File: config.mk
export PLATFORM = sky130hd
export DESIGN_NAME = pwd_decoder_top
export DESIGN_NICKNAME = d
export VERILOG_FILES = /design/src/rtl/pwd_pkg.sv /design/src/rtl/pwd_pulse_if.sv /design/src/rtl/pwd_sync2.sv /design/src/rtl/pwd_pulse_timer.sv /design/src/rtl/pwd_decoder_top.sv
export VERILOG_INCLUDE_DIRS = /design/src /design/src/rtl
export SDC_FILE = /design/constraint.sdc
export NUM_CORES = 1
export LEC_CHECK = 0
export ABC_AREA = 1
export BUFFER_PORTS_ARGS = -buffer_cell sky130_fd_sc_hd__buf_2
export CAP_MARGIN = 20
export CORE_UTILIZATION = 59
export DETAILED_ROUTE_END_ITERATION = 16
export PLACE_DENSITY = 0.95
export SLEW_MARGIN = 20
export SYNTH_ARGS = -nofsm -noshare
export SYNTH_HDL_FRONTEND = slang
export SYNTH_SLANG_ARGS = --single-unit
File: constraint.sdc
create_clock -name ref_clk -period 3.5 [get_ports ref_clk]
set_input_delay 0.35 -clock ref_clk [delete_from_list [all_inputs] [get_ports ref_clk]]
set_output_delay 0.35 -clock ref_clk [all_outputs]
set_load 0.03 [all_outputs]
File: src/rtl/pwd_consts.svh
// Offsets, field positions, reset values and timing for the parameter word decoder
`ifndef PWD_CONSTS_SVH
`define PWD_CONSTS_SVH

`define PWD_ROM_PRESENT_BIT 11
`define PWD_ROM_CAP_HI      13
`define PWD_ROM_CAP_LO      12
`define PWD_ROM_CAP_RSV_BIT 13
`define PWD_WAKE_PULSE_BIT  0
`define PWD_LOW_MEG_BIT     1
`define PWD_WIN_OFF_BIT     2
`define PWD_MIN_GNT_HI      9
`define PWD_MIN_GNT_LO      6
`define PWD_MAX_LAT_HI      15
`define PWD_MAX_LAT_LO      10
`define PWD_MG_REG_HI       4
`define PWD_MG_REG_LO       1
`define PWD_ML_REG_HI       5
`define PWD_ML_REG_LO       0
`define PWD_PARAM_RESET     16'h1540
`define PWD_ROM_RESET       16'h0000
`define PWD_BAR_BASE_LSB    7
`define PWD_BAR_BASE_W      25
`define PWD_BAR_MAP_POS     1

`define PWD_OFS_ROM         8'h00
`define PWD_OFS_PARAM       8'h04
`define PWD_OFS_BAR         8'h08
`define PWD_OFS_GRANT       8'h0C
`define PWD_OFS_STATUS      8'h10
`define PWD_OFS_CONTROL     8'h14
`define PWD_ST_PARAM_LD     0
`define PWD_ST_ROM_LD       1
`define PWD_ST_PME_LEVEL    2
`define PWD_ST_PULSE_BUSY   3
`define PWD_ST_PME_PIN      4
`define PWD_ST_CAP_RSV      5
`define PWD_CTL_WAKE_EN     0

`define PWD_PME_PULSE_NS    100000
`define PWD_CLK_PERIOD_NS   8

`endif

File: src/rtl/pwd_pkg.sv
// Types shared by the parameter word decoder modules
`include "pwd_consts.svh"

package pwd_pkg;

	typedef enum logic [1:0] {
		PWD_T_IDLE = 2'b01,
		PWD_T_RUN  = 2'b10
	} pwd_timer_state_type;

	typedef struct packed {
		logic meta;
		logic stable;
	} pwd_sync_type;

	typedef struct packed {
		pwd_timer_state_type state;
		logic [31:0]         count;
	} pwd_timer_type;

	typedef struct packed {
		logic [15:0]                rom_word;
		logic [15:0]                param_word;
		logic                       rom_loaded;
		logic                       param_loaded;
		logic [`PWD_BAR_BASE_W-1:0] bar_base;
		logic                       wake_enable;
		logic                       wake_prev;
		logic                       pme_level;
		logic                       pulse_start;
		logic                       pme_oe;
		logic                       pme_o;
		logic                       waitreq;
		logic [31:0]                readdata;
		logic [31:0]                out_bar;
		logic [7:0]                 out_min_grant;
		logic [7:0]                 out_max_latency;
		logic                       out_window_off;
		logic                       out_rom_installed;
		logic [1:0]                 out_rom_capacity;
		logic                       out_rom_reserved;
	} pwd_core_type;

endpackage : pwd_pkg

File: src/rtl/pwd_pulse_if.sv
// Start and busy pair between the decoder core and the wake pulse timer
interface pwd_pulse_if;
	logic start;
	logic busy;
	modport ctrl  (output start, input busy);
	modport timer (input start, output busy);
endinterface : pwd_pulse_if

File: src/rtl/pwd_sync2.sv
// Two flip-flop synchroniser for one pin level
module pwd_sync2 (
	input  wire logic ref_clk,
	input  wire logic rst_b,
	input  wire logic async_in,
	output logic      sync_out
);
	pwd_pkg::pwd_sync_type s_q;
	pwd_pkg::pwd_sync_type s_d;

	always_comb begin
		s_d.meta   = async_in;
		s_d.stable = s_q.meta;
	end

	always_ff @(posedge ref_clk) begin
		if (!rst_b) begin
			s_q <= '0;
		end else begin
			s_q <= s_d;
		end
	end

	assign sync_out = s_q.stable;
endmodule : pwd_sync2

File: src/rtl/pwd_pulse_timer.sv
// Retriggerable one-shot that times the wake pulse
module pwd_pulse_timer #(
	parameter int unsigned PULSE_CYCLES = 12500
) (
	input  wire logic ref_clk,
	input  wire logic rst_b,
	pwd_pulse_if.timer pulse
);
	pwd_pkg::pwd_timer_type s_q;
	pwd_pkg::pwd_timer_type s_d;

	always_comb begin
		s_d = s_q;
		case (s_q.state)
			pwd_pkg::PWD_T_IDLE: begin
				if (pulse.start) begin
					s_d.state = pwd_pkg::PWD_T_RUN;
					s_d.count = 32'(PULSE_CYCLES - 1);
				end
			end
			pwd_pkg::PWD_T_RUN: begin
				// A fresh wake event restarts the full width
				if (pulse.start) begin
					s_d.count = 32'(PULSE_CYCLES - 1);
				end else if (s_q.count == 32'h0) begin
					s_d.state = pwd_pkg::PWD_T_IDLE;
				end else begin
					s_d.count = s_q.count - 32'h1;
				end
			end
			default: begin
				s_d.state = pwd_pkg::PWD_T_IDLE;
				s_d.count = 32'h0;
			end
		endcase
	end

	always_ff @(posedge ref_clk) begin
		if (!rst_b) begin
			s_q.state <= pwd_pkg::PWD_T_IDLE;
			s_q.count <= 32'h0;
		end else begin
			s_q <= s_d;
		end
	end

	assign pulse.busy = (s_q.state == pwd_pkg::PWD_T_RUN);
endmodule : pwd_pulse_timer

File: src/rtl/pwd_decoder_top.sv
// Parameter word decoder: EEPROM word capture, field decode, wake pulse and Avalon-MM registers
`include "pwd_consts.svh"

module pwd_decoder_top #(
	parameter int unsigned PME_PULSE_CYCLES = `PWD_PME_PULSE_NS / `PWD_CLK_PERIOD_NS,
	parameter logic [7:0]  ROM_WORD_ADDR    = 8'h08,
	parameter logic [7:0]  PARAM_WORD_ADDR  = 8'h07
) (
	input  wire logic        ref_clk,
	input  wire logic        rst_b,
	input  wire logic [7:0]  avs_address,
	input  wire logic        avs_read,
	input  wire logic        avs_write,
	input  wire logic [3:0]  avs_byteenable,
	input  wire logic [31:0] avs_writedata,
	output logic      [31:0] avs_readdata,
	output logic             avs_waitrequest,
	input  wire logic        ee_word_valid,
	input  wire logic [7:0]  ee_word_addr,
	input  wire logic [15:0] ee_word_data,
	input  wire logic        wake_event_pin,
	input  wire logic        pme_i,
	output logic             pme_o,
	output logic             pme_oe,
	output logic      [31:0] memory_window_base,
	output logic      [7:0]  minimum_grant_register,
	output logic      [7:0]  maximum_latency_register,
	output logic             memory_window_off,
	output logic             bios_rom_installed,
	output logic      [1:0]  bios_rom_capacity,
	output logic             bios_rom_capacity_reserved,
	output logic             param_loaded
);

	// ************************************************************
	// State and helpers
	// ************************************************************

	pwd_pkg::pwd_core_type s_q;
	pwd_pkg::pwd_core_type s_d;

	logic wake_sync;
	logic pme_pin_sync;

	pwd_pulse_if pulse_if ();

	// ************************************************************
	// Pin synchronisers and pulse timer
	// ************************************************************

	// Wake events arrive from outside the clock domain
	pwd_sync2 u_wake_sync (
		.ref_clk  (ref_clk),
		.rst_b    (rst_b),
		.async_in (wake_event_pin),
		.sync_out (wake_sync)
	);

	// Wired-OR wake line level, for status only
	pwd_sync2 u_pme_sync (
		.ref_clk  (ref_clk),
		.rst_b    (rst_b),
		.async_in (pme_i),
		.sync_out (pme_pin_sync)
	);

	pwd_pulse_timer #(
		.PULSE_CYCLES (PME_PULSE_CYCLES)
	) u_pulse (
		.ref_clk (ref_clk),
		.rst_b   (rst_b),
		.pulse   (pulse_if.timer)
	);

	assign pulse_if.start = s_q.pulse_start;

	// ************************************************************
	// Field views of the parameter word
	// ************************************************************

	function automatic logic [7:0] pwd_min_grant_view(input logic [15:0] word);
		logic [7:0] r;
		r = 8'h00;
		r[`PWD_MG_REG_HI:`PWD_MG_REG_LO] = word[`PWD_MIN_GNT_HI:`PWD_MIN_GNT_LO];
		return r;
	endfunction : pwd_min_grant_view

	function automatic logic [7:0] pwd_max_latency_view(input logic [15:0] word);
		logic [7:0] r;
		r = 8'h00;
		r[`PWD_ML_REG_HI:`PWD_ML_REG_LO] = word[`PWD_MAX_LAT_HI:`PWD_MAX_LAT_LO];
		return r;
	endfunction : pwd_max_latency_view

	// Window base register as the host sees it
	function automatic logic [31:0] pwd_bar_view(
		input logic [`PWD_BAR_BASE_W-1:0] base,
		input logic [15:0]                word
	);
		logic [31:0] r;
		r = 32'h0000_0000;
		if (!word[`PWD_WIN_OFF_BIT]) begin
			r[31:`PWD_BAR_BASE_LSB] = base;
		end
		r[`PWD_BAR_MAP_POS] = word[`PWD_LOW_MEG_BIT];
		return r;
	endfunction : pwd_bar_view

	// ************************************************************
	// Next-state logic
	// ************************************************************

	always_comb begin
		logic [31:0] rd;
		logic [31:0] bar_old;
		logic [31:0] merged;
		logic        wake_rise;
		logic        req_new;
		logic        wr_commit;
		rd        = 32'h0000_0000;
		bar_old   = {s_q.bar_base, {`PWD_BAR_BASE_LSB{1'b0}}};
		merged    = 32'h0000_0000;
		wake_rise = wake_sync && !s_q.wake_prev;
		req_new   = (avs_read || avs_write) && s_q.waitreq;
		wr_commit = avs_write && !s_q.waitreq;

		s_d             = s_q;
		s_d.pulse_start = 1'b0;
		s_d.wake_prev   = wake_sync;
		s_d.pme_o       = 1'b0;

		// Read mux, sampled when the request is first seen
		case (avs_address)
			`PWD_OFS_ROM: begin
				rd[15:0] = s_q.rom_word;
			end
			`PWD_OFS_PARAM: begin
				rd[15:0] = s_q.param_word;
			end
			`PWD_OFS_BAR: begin
				rd = pwd_bar_view(s_q.bar_base, s_q.param_word);
			end
			`PWD_OFS_GRANT: begin
				rd[7:0]  = pwd_min_grant_view(s_q.param_word);
				rd[15:8] = pwd_max_latency_view(s_q.param_word);
			end
			`PWD_OFS_STATUS: begin
				rd[`PWD_ST_PARAM_LD]   = s_q.param_loaded;
				rd[`PWD_ST_ROM_LD]     = s_q.rom_loaded;
				rd[`PWD_ST_PME_LEVEL]  = s_q.pme_level;
				rd[`PWD_ST_PULSE_BUSY] = pulse_if.busy;
				rd[`PWD_ST_PME_PIN]    = pme_pin_sync;
				rd[`PWD_ST_CAP_RSV]    = s_q.out_rom_reserved;
			end
			`PWD_OFS_CONTROL: begin
				rd[`PWD_CTL_WAKE_EN] = s_q.wake_enable;
			end
			default: begin
				rd = 32'h0000_0000;
			end
		endcase

		// One wait cycle, then a single answer cycle
		if (req_new) begin
			s_d.waitreq  = 1'b0;
			s_d.readdata = avs_read ? rd : 32'h0000_0000;
		end else begin
			s_d.waitreq = 1'b1;
		end

		// Writes land on the edge where waitrequest is seen low
		if (wr_commit) begin
			case (avs_address)
				`PWD_OFS_BAR: begin
					for (int b = 0; b < 4; b++) begin
						merged[8*b +: 8] = avs_byteenable[b] ? avs_writedata[8*b +: 8] : bar_old[8*b +: 8];
					end
					s_d.bar_base = merged[31:`PWD_BAR_BASE_LSB];
				end
				`PWD_OFS_STATUS: begin
					if (avs_byteenable[0] && avs_writedata[`PWD_ST_PME_LEVEL]) begin
						s_d.pme_level = 1'b0;
					end
				end
				`PWD_OFS_CONTROL: begin
					if (avs_byteenable[0]) begin
						s_d.wake_enable = avs_writedata[`PWD_CTL_WAKE_EN];
					end
				end
				default: begin
					s_d.wake_enable = s_q.wake_enable;
				end
			endcase
		end

		// EEPROM words come from the loader on this clock
		if (ee_word_valid) begin
			if (ee_word_addr == ROM_WORD_ADDR) begin
				s_d.rom_word   = ee_word_data;
				s_d.rom_loaded = 1'b1;
			end
			if (ee_word_addr == PARAM_WORD_ADDR) begin
				s_d.param_word   = ee_word_data;
				s_d.param_loaded = 1'b1;
			end
		end

		if (s_d.param_word[`PWD_WIN_OFF_BIT]) begin
			s_d.bar_base = '0;
		end

		// Pulse or latched level per wake event
		// Placed after the status clear so a coincident event survives
		if (wake_rise && s_q.wake_enable) begin
			if (s_q.param_word[`PWD_WAKE_PULSE_BIT]) begin
				s_d.pulse_start = 1'b1;
			end else begin
				s_d.pme_level = 1'b1;
			end
		end

		// Open-drain: enable pulls the line low
		s_d.pme_oe = s_q.pme_level || pulse_if.busy;

		// Only the named fields are decoded
		s_d.out_bar         = pwd_bar_view(s_d.bar_base, s_d.param_word);
		s_d.out_min_grant   = pwd_min_grant_view(s_d.param_word);
		s_d.out_max_latency = pwd_max_latency_view(s_d.param_word);
		s_d.out_window_off  = s_d.param_word[`PWD_WIN_OFF_BIT];

		s_d.out_rom_installed = s_d.rom_word[`PWD_ROM_PRESENT_BIT];
		s_d.out_rom_capacity = s_d.rom_word[`PWD_ROM_CAP_HI:`PWD_ROM_CAP_LO];
		s_d.out_rom_reserved = s_d.rom_word[`PWD_ROM_PRESENT_BIT] && s_d.rom_word[`PWD_ROM_CAP_RSV_BIT];
	end

	// ************************************************************
	// State register
	// ************************************************************

	always_ff @(posedge ref_clk) begin
		if (!rst_b) begin
			s_q                 <= '0;
			s_q.rom_word        <= `PWD_ROM_RESET;
			s_q.param_word      <= `PWD_PARAM_RESET;
			s_q.waitreq         <= 1'b1;
			s_q.out_bar         <= pwd_bar_view('0, `PWD_PARAM_RESET);
			s_q.out_min_grant   <= pwd_min_grant_view(`PWD_PARAM_RESET);
			s_q.out_max_latency <= pwd_max_latency_view(`PWD_PARAM_RESET);
			s_q.out_window_off  <= 1'b0;
		end else begin
			s_q <= s_d;
		end
	end

	// ************************************************************
	// Outputs, each straight from the state register
	// ************************************************************

	assign avs_readdata               = s_q.readdata;
	assign avs_waitrequest            = s_q.waitreq;
	assign pme_o                      = s_q.pme_o;
	assign pme_oe                     = s_q.pme_oe;
	assign memory_window_base         = s_q.out_bar;
	assign minimum_grant_register     = s_q.out_min_grant;
	assign maximum_latency_register   = s_q.out_max_latency;
	assign memory_window_off          = s_q.out_window_off;
	assign bios_rom_installed         = s_q.out_rom_installed;
	assign bios_rom_capacity          = s_q.out_rom_capacity;
	assign bios_rom_capacity_reserved = s_q.out_rom_reserved;
	assign param_loaded               = s_q.param_loaded;

endmodule : pwd_decoder_top

---- Word level (Yosys, flattened, before mapping) ----
Index checks and enable logic that the tools add are counted.
cells by class
  bitwise operators ....................... 1
  $add $sub $neg .......................... 1
  equal/unequal tests ..................... 13
  multiplexer cells ....................... 33
  reductions and logical operators ........ 19
operators by type and width
  operator               number
  $mux 32                4
  $mux 25                3
  $pmux 34 s2            1
  $pmux 10 s4            1
  $mux 34                1
  $logic_not 32->1       1
  $mux 16                2
  $mux 8                 4
  $sub 32x1->32 const B  1
  $mux 26                1
  $pmux 5 s5             1
  $eq 8x4->1 const B     3
  $eq 8x3->1 const B     2
  $eq 8x5->1 const B     2
  $mux 14                1
  $mux 1                 10
  $logic_not 8->1        1
  $reduce_and 2->1       4
  $logic_and 1x1->1      6
  $mux 2                 3
  $reduce_and 3->1       2
  $ne 2x2->1 const B     2
  $pmux 1 s4             1
  $ne 3x3->1 const B     1
  other kinds (7)        9
storage, ports and cells
  bits of input ports ..................... 75
  flip-flop bits (word level) ............. 189
  output and inout bits ................... 89

---- Depth between registers and ports, before layout ----
Gate-level depths: netlist of run 1.
  depth after elaboration ................. 6
  gate-level depth with buffers ........... 12

---- Cells and area by module ----
Synthesis of run 1 repeated with hierarchy kept, for this count alone.
second synthesis, totals
  cells, all modules ...................... 1106
  area total of the unflattened synthesis .. 8027.7 um2
by module, submodules not included
  module           cells an instance  seq. area each (um2)  area each (um2)  times used
  pwd_decoder_top  714                2462.4                5626.6           1
  pwd_pulse_timer  380                680.7                 2290.9           1
  pwd_sync2        6                  40.0                  55.1             2

---- Least setup slack after synthesis of run 1 ----
OpenSTA, ideal clock, no wires.
  path kind ............................... reg-to-reg
  from .................................... register s_q (netlist bit avs_waitrequest)
  to ...................................... register s_q (netlist bit avs_readdata[5])
  setup time .............................. 70 ps
  clock period less this slack ............ 1656 ps
  arrival time ............................ 1586 ps
  stages on the path, launching flop included .. 7
  slack ................................... 1844 ps
  buffers on the path ..................... 0
  data required time ...................... 3430 ps
  cells stage by stage .................... dfxtp_1 -> o21ai_1 -> nor2_1 -> nand3_1 -> nand2_1 -> nand2_1 -> a21oi_1
between the ends
  cells in the longest elaborated chain, start to end .. 1
RTL lines
  item                RTL line                source
  start: declaration  pwd_decoder_top.sv:39   pwd_pkg::pwd_core_type s_q;
  $logic_and 1x1->1   pwd_decoder_top.sv:124  req_new = (avs_read || avs_write) && s_q.waitreq;
Every way passes these cells.
A chain may end at the register's enable or synchronous reset.

---- Worst setup path in the final report of run 1 ----
  from .................................... register u_pulse.s_q[32] (netlist bit)
  to ...................................... register u_pulse.s_q[30] (netlist bit)
between the ends
  cells in the longest elaborated chain, start to end .. 3
RTL lines
  item                                                              RTL line               source
  start: declaration                                                pwd_pulse_timer.sv:9   pwd_pkg::pwd_timer_type s_q;
  $eq 2x2->1 / $eq 2x1->1 (equally long branches)                   pwd_pulse_timer.sv:14  case (s_q.state)
  $ne 3x3->1 (no source line) / $ne 2x2->1 (equally long branches)  n/a
  $reduce_and 2->1 (no source line)                                 n/a
Parallel ways exist; a longest one is shown, timed or not.

==> results of run 1 <==
-- critical path, stage by stage, from the launching register on --
cell      delay, ps
dfxtp_1         380
inv_1            60
ha_1            320
inv_1           180
nor2_4           70
nand2_1         240
clkinv_1        480
nand3_1         430
nor2_1           90
nor2_1          110
nor2_1           50
-- flip-flops by register name, indices dropped and copies added (netlist names) --
signal,cells
avs_readdata,32
u_wake_sync.s_d,1
bios_rom_capacity_reserved,1
u_pulse.s_q,34
u_pme_sync.s_d,1
param_loaded,1
memory_window_base,25
avs_waitrequest,1
u_wake_sync.sync_out,1
s_q,61
pme_oe,1
u_pme_sync.sync_out,1
pulse_if.start,1
-- power by group --
part	switching (mW)	internal, mW	leakage (nW)
sequential	0.145	1.98	1.30
clock	0.791	1.21	0.301
combinational	1.99	0.896	2.32
total	2.93	4.08	3.92
-- cell type report --
cell class	count	area, um^2	area share (%)
timing repair buffer	153	785.8	9.079
antenna	1	2.502	0.02891
tap	172	215.2	2.487
multi-input combinational	750	3478	40.19
inverter	84	315.3	3.643
clock inverter	14	205.2	2.371
sequential	161	3223	37.24
clock buffer	18	429.2	4.959
-- worst min-delay path by stage --
stage                    startpoint                  end  cells past startpoint
6_report             wake_event_pin   u_wake_sync.s_d[0]                      3
3_5_place_dp   u_wake_sync.sync_out              s_q[90]                      2
2_1_floorplan     u_pme_sync.s_d[0]  u_pme_sync.sync_out                      2
5_1_grt              wake_event_pin   u_wake_sync.s_d[0]                      3
3_3_place_gp   u_wake_sync.sync_out              s_q[90]                      2
4_1_cts              wake_event_pin   u_wake_sync.s_d[0]                      3
-- cells by family (layout without fill, tap and decap cells) --
| kind of cell | count (synthesis) | in the layout |
|---|---|---|
| and+or+nand+nor | 574 | 574 |
| buffers and inverters | 205 | 269 |
| DFF | 161 | 161 |
| AOI/OAI and AO/OA | 156 | 156 |
| adders and majority gates | 4 | 4 |
| xor gates and xnor gates | 2 | 2 |
| other | 1 | 14 |
| muxes | 1 | 1 |
-- cell usage in the layout (no fill, tap or decap), types with 3 or more instances in the layout --
cell type	n
inv_1	78
o211ai_1	7
nand2_1	254
clkinvlp_4	3
nand2_2	4
nand2_4	3
clkbuf_16	17
nor3_2	4
nand4_1	8
buf_4	8
a21oi_2	6
conb_1	13
a21oi_1	74
nor2_4	3
nor3_1	52
o21ai_0	51
a31oi_1	9
dfxtp_1	161
ha_1	4
nor2_1	177
o21bai_1	3
nand3_1	52
buf_2	145
clkinv_1	5
bufinv_16	4
-- layer usage --
metal	vias to the layer above	part of all wire, %
li1	3582	-
met1	3352	40
met2	344	48
met3	76	7.6
met4	0	4.5
met5	-	0
==> results.cfg, run 1 <==
[route]
drc = 0
wl_um = 19150
vias_per_cell = 5.435
vias = 7354
ant_nets = 0
wire_per_inst_um = 14.15
dr.pass1.iters = 7
drt_iter0_drc = 937

[floorplan]
die_x_um = 117.1
initial_core_util_pct = 61.22
row_count = 41
dieArea_um2 = 13720
core_area_um2 = 12770
die_height_um = 117.1
pin_count = 164

[timing]
rsz0062_at_grt = no
setup_viol = 0
timing.fmax_mhz = 392.4
fin_crit_sh_pct = 72.82
skew_ps = 11.46
worstMarginPinSlew_ps = 1053
finalSetupTns_ps = 0
slew_headroom_pct = 29.27
slew_viol_final = 0
period_needed_ps = 2549
whs_ps = 101.1
finalHoldViolCount = 0
setup_slack_ps = 951.3

[final_layout]
final_area_um2 = 8655
nFillCells = 995
layout.cells.non_filler = 1353
drive_gt1_share_pct = 18.47
area_delta_synth_final_pct = 10.67
fin_nets = 1246
post-route-util_pct = 67.75

[synth]
synth_top_family_by_area = simple AND/OR/NAND/NOR gates
synthSimpleGateAreaFrac_pct = 31.86
synth_edf_count = 0
synth_warnings = 0
syn-mean-instance-area_um2 = 7.083
synthesis.instances = 1104
syn-cell-area_um2 = 7820
muxShareOfSynthArea_pct = 0.1280
ys_top_cells_by_count = nand2_1, nor2_1, dfxtp_1
yosysTopAreaCell = dfxtp_1
synth-seq-area-share_pct = 41.22
synthFlopType = dfxtp_1
synth_cell_types = 46
synth_most_common_cell = nand2_1
synth_xor_area_share_pct = 0.2240
synth_top_area_share_pct = 41.22
ys_seq_elements = 161
yosys-top-cells-area = dfxtp_1, nand2_1, nor2_1, buf_4, a21oi_1
synth_compound_area_share_pct = 10.96
async_reset_ff_share_pct = 0
synth_fa_ha_area_share_pct = 0.6400

[setup_path]
crit_arrival_ps = 2850
crit_fanout = 15
rr_startpoint = u_pulse.s_q[32]
critPathCapture = u_pulse.s_q[30]
r2r_setup_slack_ps = 950
timing.rr.end = u_pulse.s_q[30]
cp.required_ps = 3800
reg2reg_depth = 10
path_class = flip-flop to flip-flop
cp-end-kind = flip-flop
crit_start = u_pulse.s_q[32]
start_kind = flip-flop

[grt]
grt_pass1_vias = 6418
grtUsageTotal_pct = 28.32
use_met3_pct = 7.364
grt.busiest_layer = met2
grt_pass1_wl_um = 29900
use_met1_pct = 32.92
antenna_found_initial = 1
grt_start_max_net_pins = 56
global_route.usage.met2_pct = 47.53
grt-ovfl-total = 0

[placement]
dp_cells = 1320
dp_slack_ps = 865.3
hpwlAfterDp_um = 13000
gp_congestion = 0.9209
place_area_um2 = 8018
numPortBuffers = 145

[run_status]
status = complete, no violations

[cts]
post_cts_buffers = 0
postCtsHoldBufs = 0
cts_sinks = 161
clockBufferDepth = 2
path_clk_slew_ps = 60
htree_levels = 4
clkLatencyLatePin_ps = 440
clockRootBuffer = clkbuf_16
cts_tree = done
cts_resized = 0
numCtsBuffers = 17

[pwr]
total_power_mw = 7.008
max-vdd-ir-drop_mv = 0.5079
power-per-cell-area_nw_per_um2 = 809.8
p_leak_nw = 3.924

[hold_path]
min_path_type = primary input to flip-flop

[flow_run]
max_cap_viol_count = 0
(Power assumes the default switching activity.)
==> run 2: changes to the inputs <==
Settings changed: ABC_AREA 1 to 0, CORE_UTILIZATION 59 to 49, PLACE_DENSITY 0.95 to 0.86.
Clock period 3.5 ns to 2.04 ns, I/O delays scaled along.
==> results.cfg, run 2 <==
[run_status]
status = finished, violations left
violations = negative setup slack

[timing]
worstMarginPinSlew_ps = 541.8
skew_ps = 9.536
rsz0062_at_grt = yes
finalHoldViolCount = 0
slew_headroom_pct = 63.74
setup_slack_ps = -78.00
period_needed_ps = 2118
fin_crit_sh_pct = 103.8
setup_viol = 17
timing.fmax_mhz = 472.1
slew_viol_final = 0

[setup_path]
path_class = flip-flop to flip-flop
slowest_delay_ps = 570
path_cells = or4_4 > nor3_2 > nand4b_4 > o21ai_4 > buf_12 > a21oi_1 > o221a_2
reg2reg_depth = 7
cp_slowest_cell = or4_4
critPathTopFamily = simple AND/OR/NAND/NOR gates
rr_startpoint = u_pulse.s_q[20]
timing.rr.end = u_pulse.s_q[12]
crit_fanout = 11
start_kind = flip-flop
critPathCapture = u_pulse.s_q[12]
cp-end-kind = flip-flop
r2r_setup_slack_ps = -80
crit_arrival_ps = 2430
critPathBufInv = 1
cp_num_cells = 7
cp.required_ps = 2350
crit_start = u_pulse.s_q[20]

[grt]
grt_start_max_net_pins = 51
antenna_found_initial = 1
grt-ovfl-total = 0
grt_pass1_vias = 6135
grtUsageTotal_pct = 25.67
grt_pass1_wl_um = 30080

[floorplan]
core_area_um2 = 14100
pin_count = 164
initial_core_util_pct = 51.17
row_count = 43
die_x_um = 123.3
dieArea_um2 = 15210
die_height_um = 123.3

[final_layout]
area_delta_synth_final_pct = 22.67
antenna_cells = 0
post-route-util_pct = 62.77
final_cell_mix = dfxtp_1, buf_2, nand2_1, nor2_1, buf_4
drive_gt1_share_pct = 32.48
final_area_um2 = 8848
final_common_cell = dfxtp_1
largest_reg_flops = 61
fin_nets = 1046
regMostFlops = s_q

[cts]
numCtsBuffers = 17
clockRootBuffer = clkbuf_16
htree_levels = 4
clkLatencyLatePin_ps = 430
clockBufferDepth = 2
cts_sinks = 161
path_clk_slew_ps = 60
cts_tree = done

[hold_path]
min_path_type = primary input to flip-flop

[route]
vias = 6584
drc = 0
vias_per_cell = 5.681
wl_um = 19810
wire_per_inst_um = 17.09
drt_iter0_drc = 545
dr.pass1.iters = 6
ant_nets = 0

[synth]
synth-seq-area-share_pct = 44.68
synth_most_common_cell = dfxtp_1
yosysTopAreaCell = dfxtp_1
ys_seq_elements = 161
synth_top_area_share_pct = 44.68
yosys-top-cells-area = dfxtp_1, buf_4, a21oi_1, nand2_1, nor2_1
synth_warnings = 0
syn-mean-instance-area_um2 = 8.722
syn-cell-area_um2 = 7213
ys_top_cells_by_count = dfxtp_1, nand2_1, nor2_1
async_reset_ff_share_pct = 0
synth_edf_count = 0
synthFlopType = dfxtp_1
synthesis.instances = 827
synth_cell_types = 58

[placement]
hpwlAfterDp_um = 13410
gp_congestion = 0.8292
place_area_um2 = 8064
numPortBuffers = 145

[flow_run]
max_cap_viol_count = 0

[pwr]
max-vdd-ir-drop_mv = 0.5154
power-per-cell-area_nw_per_um2 = 855.5
p_leak_nw = 3.741
[run 2: cell types whose count changed after synthesis, moves of 8 or more]
cell,change
nand2_1,-162
a22oi_1,+28
nand3_1,-37
clkbuf_1,+8
inv_1,-64
and2_1,+11
nor3_1,-38
nor2_1,-85
o21ai_0,-20
mux2i_1,+33
[run 2: logic make-up after synthesis]
group           Yosys count  share of synthesized area, %
flops                   161                         44.68
buf+inv                 143                         12.07
simple gates            279                         19.05
other cells               1                       0.05199
mux                      41                         5.811
fa+ha+maj                 4                        0.6939
xor+xnor                  2                        0.2429
compound gates          196                         17.40
[run 2: power by group]
part	switching, mW	internal [mW]	total [mW]	leakage (nW)
combinational	0.725	0.599	1.32	2.18
clock	1.36	1.70	3.05	0.266
sequential	0.0217	3.17	3.19	1.30
[run 2: per-layer routing]
metal	GRT usage (%)	routed length [um]	vias up
met5	0	13	-
met4	11.82	581	2
met3	5.673	1619	66
met2	42.39	9403	336
met1	31.82	8192	3088
li1	-	-	3092
[run 2: worst min path at each step]
stage,startpoint,to,slack (ps),cells after the start
6_report,ee_word_data[8],s_q[127],20,3
3_3_place_gp,pme_i,u_pme_sync.s_d[0],420,2
2_1_floorplan,pme_i,u_pme_sync.s_d[0],330,1
3_5_place_dp,pme_i,u_pme_sync.s_d[0],410,2
5_1_grt,ee_word_data[10],s_q[129],40,3
4_1_cts,ee_word_data[8],s_q[127],10,3
[run 2: timing repair]
item / CTS / global route
setup buffers: 5 / 5
resized for setup: 6 / 19
pin swaps: 3 / 8
setup endpoints to repair: 25 / 28
hold buffers: 2 / 0
gates cloned: 0 / 2
hold endpoints to repair: 2 / 0
[run 2: metrics by stage]
stage / total power, mW / hold WS, ps / instances / setup WS [ps] / TNS, ps
2_1_floorplan: 3.947 / 331.3 / 839 / -36.57 / -55.20
3_3_place_gp: 4.346 / 419.0 / 1114 / -218.2 / -12470
3_5_place_dp: 4.372 / 414.2 / 1114 / -310.8 / -18010
4_1_cts: 7.430 / 12.77 / 1152 / 10.64 / 0
5_1_grt: 7.808 / 41.09 / 1159 / -180.7 / -2904
6_report: 7.570 / 22.81 / 1159 / -78.00 / -635.9
[run 2: cell type report]
cell class,count,area (um^2)
clock buffer,18,429.2
fill,1096,5248
sequential,161,3224
clock inverter,13,130.1
multi-input combinational,535,3287
inverter,15,56.30
tap,180,225.2
timing repair buffer,237,1496
[run 2: worst register-to-register path: cells and delay by family (launching register included)]
kind,cells,cell delay (ps)
AND/OR/NAND/NOR,3,940
buffers and inverters,1,170
flip-flops,1,320
AO/OA/AOI/OAI,3,590
==> run 3: changes to the inputs <==
Settings changed: TNS_END_PERCENT from default to 30.
==> results.cfg, run 3 (synthesized netlist as in run 2, its figures left out) <==
[hold_path]
hp-start = ee_word_data[12]
holdPathEnd = s_q[131]
hold_depth = 3
min_path_type = primary input to flip-flop

[final_layout]
area_delta_synth_final_pct = 23.52
final_common_cell = dfxtp_1
final_area_um2 = 8910
final_cell_mix = dfxtp_1, buf_2, nand2_1, nor2_1, buf_4
drive_gt1_share_pct = 33.06
largest_reg_flops = 61
antenna_cells = 0
layout.cells.non_filler = 1166
regMostFlops = s_q
fin_nets = 1052
post-route-util_pct = 63.21

[pwr]
power-per-cell-area_nw_per_um2 = 837.4
total_power_mw = 7.461
max-vdd-ir-drop_mv = 0.5538
p_leak_nw = 3.757

[cts]
htree_levels = 4
cts_sinks = 161
cts_tree = done
path_clk_slew_ps = 60
numCtsBuffers = 17
clkLatencyLatePin_ps = 430
clockRootBuffer = clkbuf_16
clockBufferDepth = 2

[route]
ant_nets = 0
drc = 0
dr.pass1.iters = 5
wire_per_inst_um = 16.57
drt_iter0_drc = 427
vias_per_cell = 5.605
wl_um = 19330
vias = 6536

[run_status]
status = finished, violations left
violations = negative setup slack

[timing]
whs_ps = 15.44
setup_viol = 16
fin_crit_sh_pct = 102.7
worstMarginPinSlew_ps = 544.4
skew_ps = 10.22
rsz0062_at_grt = yes
period_needed_ps = 2096
setup_slack_ps = -56.00
slew_viol_final = 0
finalHoldViolCount = 0
slew_headroom_pct = 63.57
timing.fmax_mhz = 477.1
finalSetupTns_ps = -541.3

[floorplan]
die_x_um = 123.3
core_area_um2 = 14100
initial_core_util_pct = 51.17
pin_count = 164
dieArea_um2 = 15210
die_height_um = 123.3
row_count = 43

[setup_path]
cp-end-kind = flip-flop
crit_fanout = 7
cp.required_ps = 2360
crit_arrival_ps = 2420
path_class = flip-flop to flip-flop
start_kind = flip-flop
rr_startpoint = u_pulse.s_q[20]
timing.rr.end = u_pulse.s_q[12]
r2r_setup_slack_ps = -60
reg2reg_depth = 7

[flow_run]
max_cap_viol_count = 0

[placement]
dp_cells = 1122
hpwlAfterDp_um = 13480
gp_congestion = 0.8384
dp_slack_ps = -248.6
place_area_um2 = 8137
numPortBuffers = 145

[grt]
antenna_found_initial = 0
grt_start_max_net_pins = 51
grtUsageTotal_pct = 25.90
grt_pass1_vias = 6235
grt_pass1_wl_um = 30260
grt-ovfl-total = 0
## run 3: power breakdown
part / switching (mW) / internal [mW]
clock: 1.33 / 1.57
combinational: 0.749 / 0.615
sequential: 0.0217 / 3.17
## run 3: critical path, stage by stage (launching register included)
cell and delay, ps:
dfxtp_1 310, or4_4 580, nor3_4 210, nand4b_4 160, o21ai_4 270, buf_12 170, a21oi_1 50, o221a_4 240
## run 3: timing repair
item	in CTS	in global routing
setup endpoints to repair	21	31
hold buffers	2	0
endpoints found under the hold margin	2	0
gates cloned	1	0
resized for setup	11	23
pin swaps	8	15
buffers inserted	8	2
## run 3: cell type report
type / count / area (um^2)
fill: 1116 / 5186
multi-input combinational: 535 / 3303
sequential: 161 / 3226
timing repair buffer: 243 / 1564
clock buffer: 19 / 432.9
tap: 180 / 225.2
clock inverter: 13 / 102.6
inverter: 15 / 56.30
## run 3: worst max path at each step
| stage | cells past startpoint | to | slack [ps] | start |
|---|---|---|---|---|
| after global routing | 7 | u_pulse.s_q[22] | -130 | u_pulse.s_q[20] |
| after detailed placement | 8 | s_q[112] | -250 | avs_address[0] |
| after floorplan | 6 | u_pulse.s_q[26] | -40 | u_pulse.s_q[6] |
| final | 7 | u_pulse.s_q[12] | -60 | u_pulse.s_q[20] |
| after CTS | 10 | u_pulse.s_q[12] | 2 | u_pulse.s_q[1] |
| after global placement | 8 | memory_window_base[27] | -200 | avs_address[0] |
## run 3: per-layer routing
layer	vias to the layer above	global-route usage [%]	part of all wire, %	wire length, um
met5	-	0	0	0
met4	0	11.82	3.0	575
met3	53	7.057	8.6	1659
met2	325	42.88	48	9277
met1	3056	31.23	40	7814
li1	3102	-	-	-
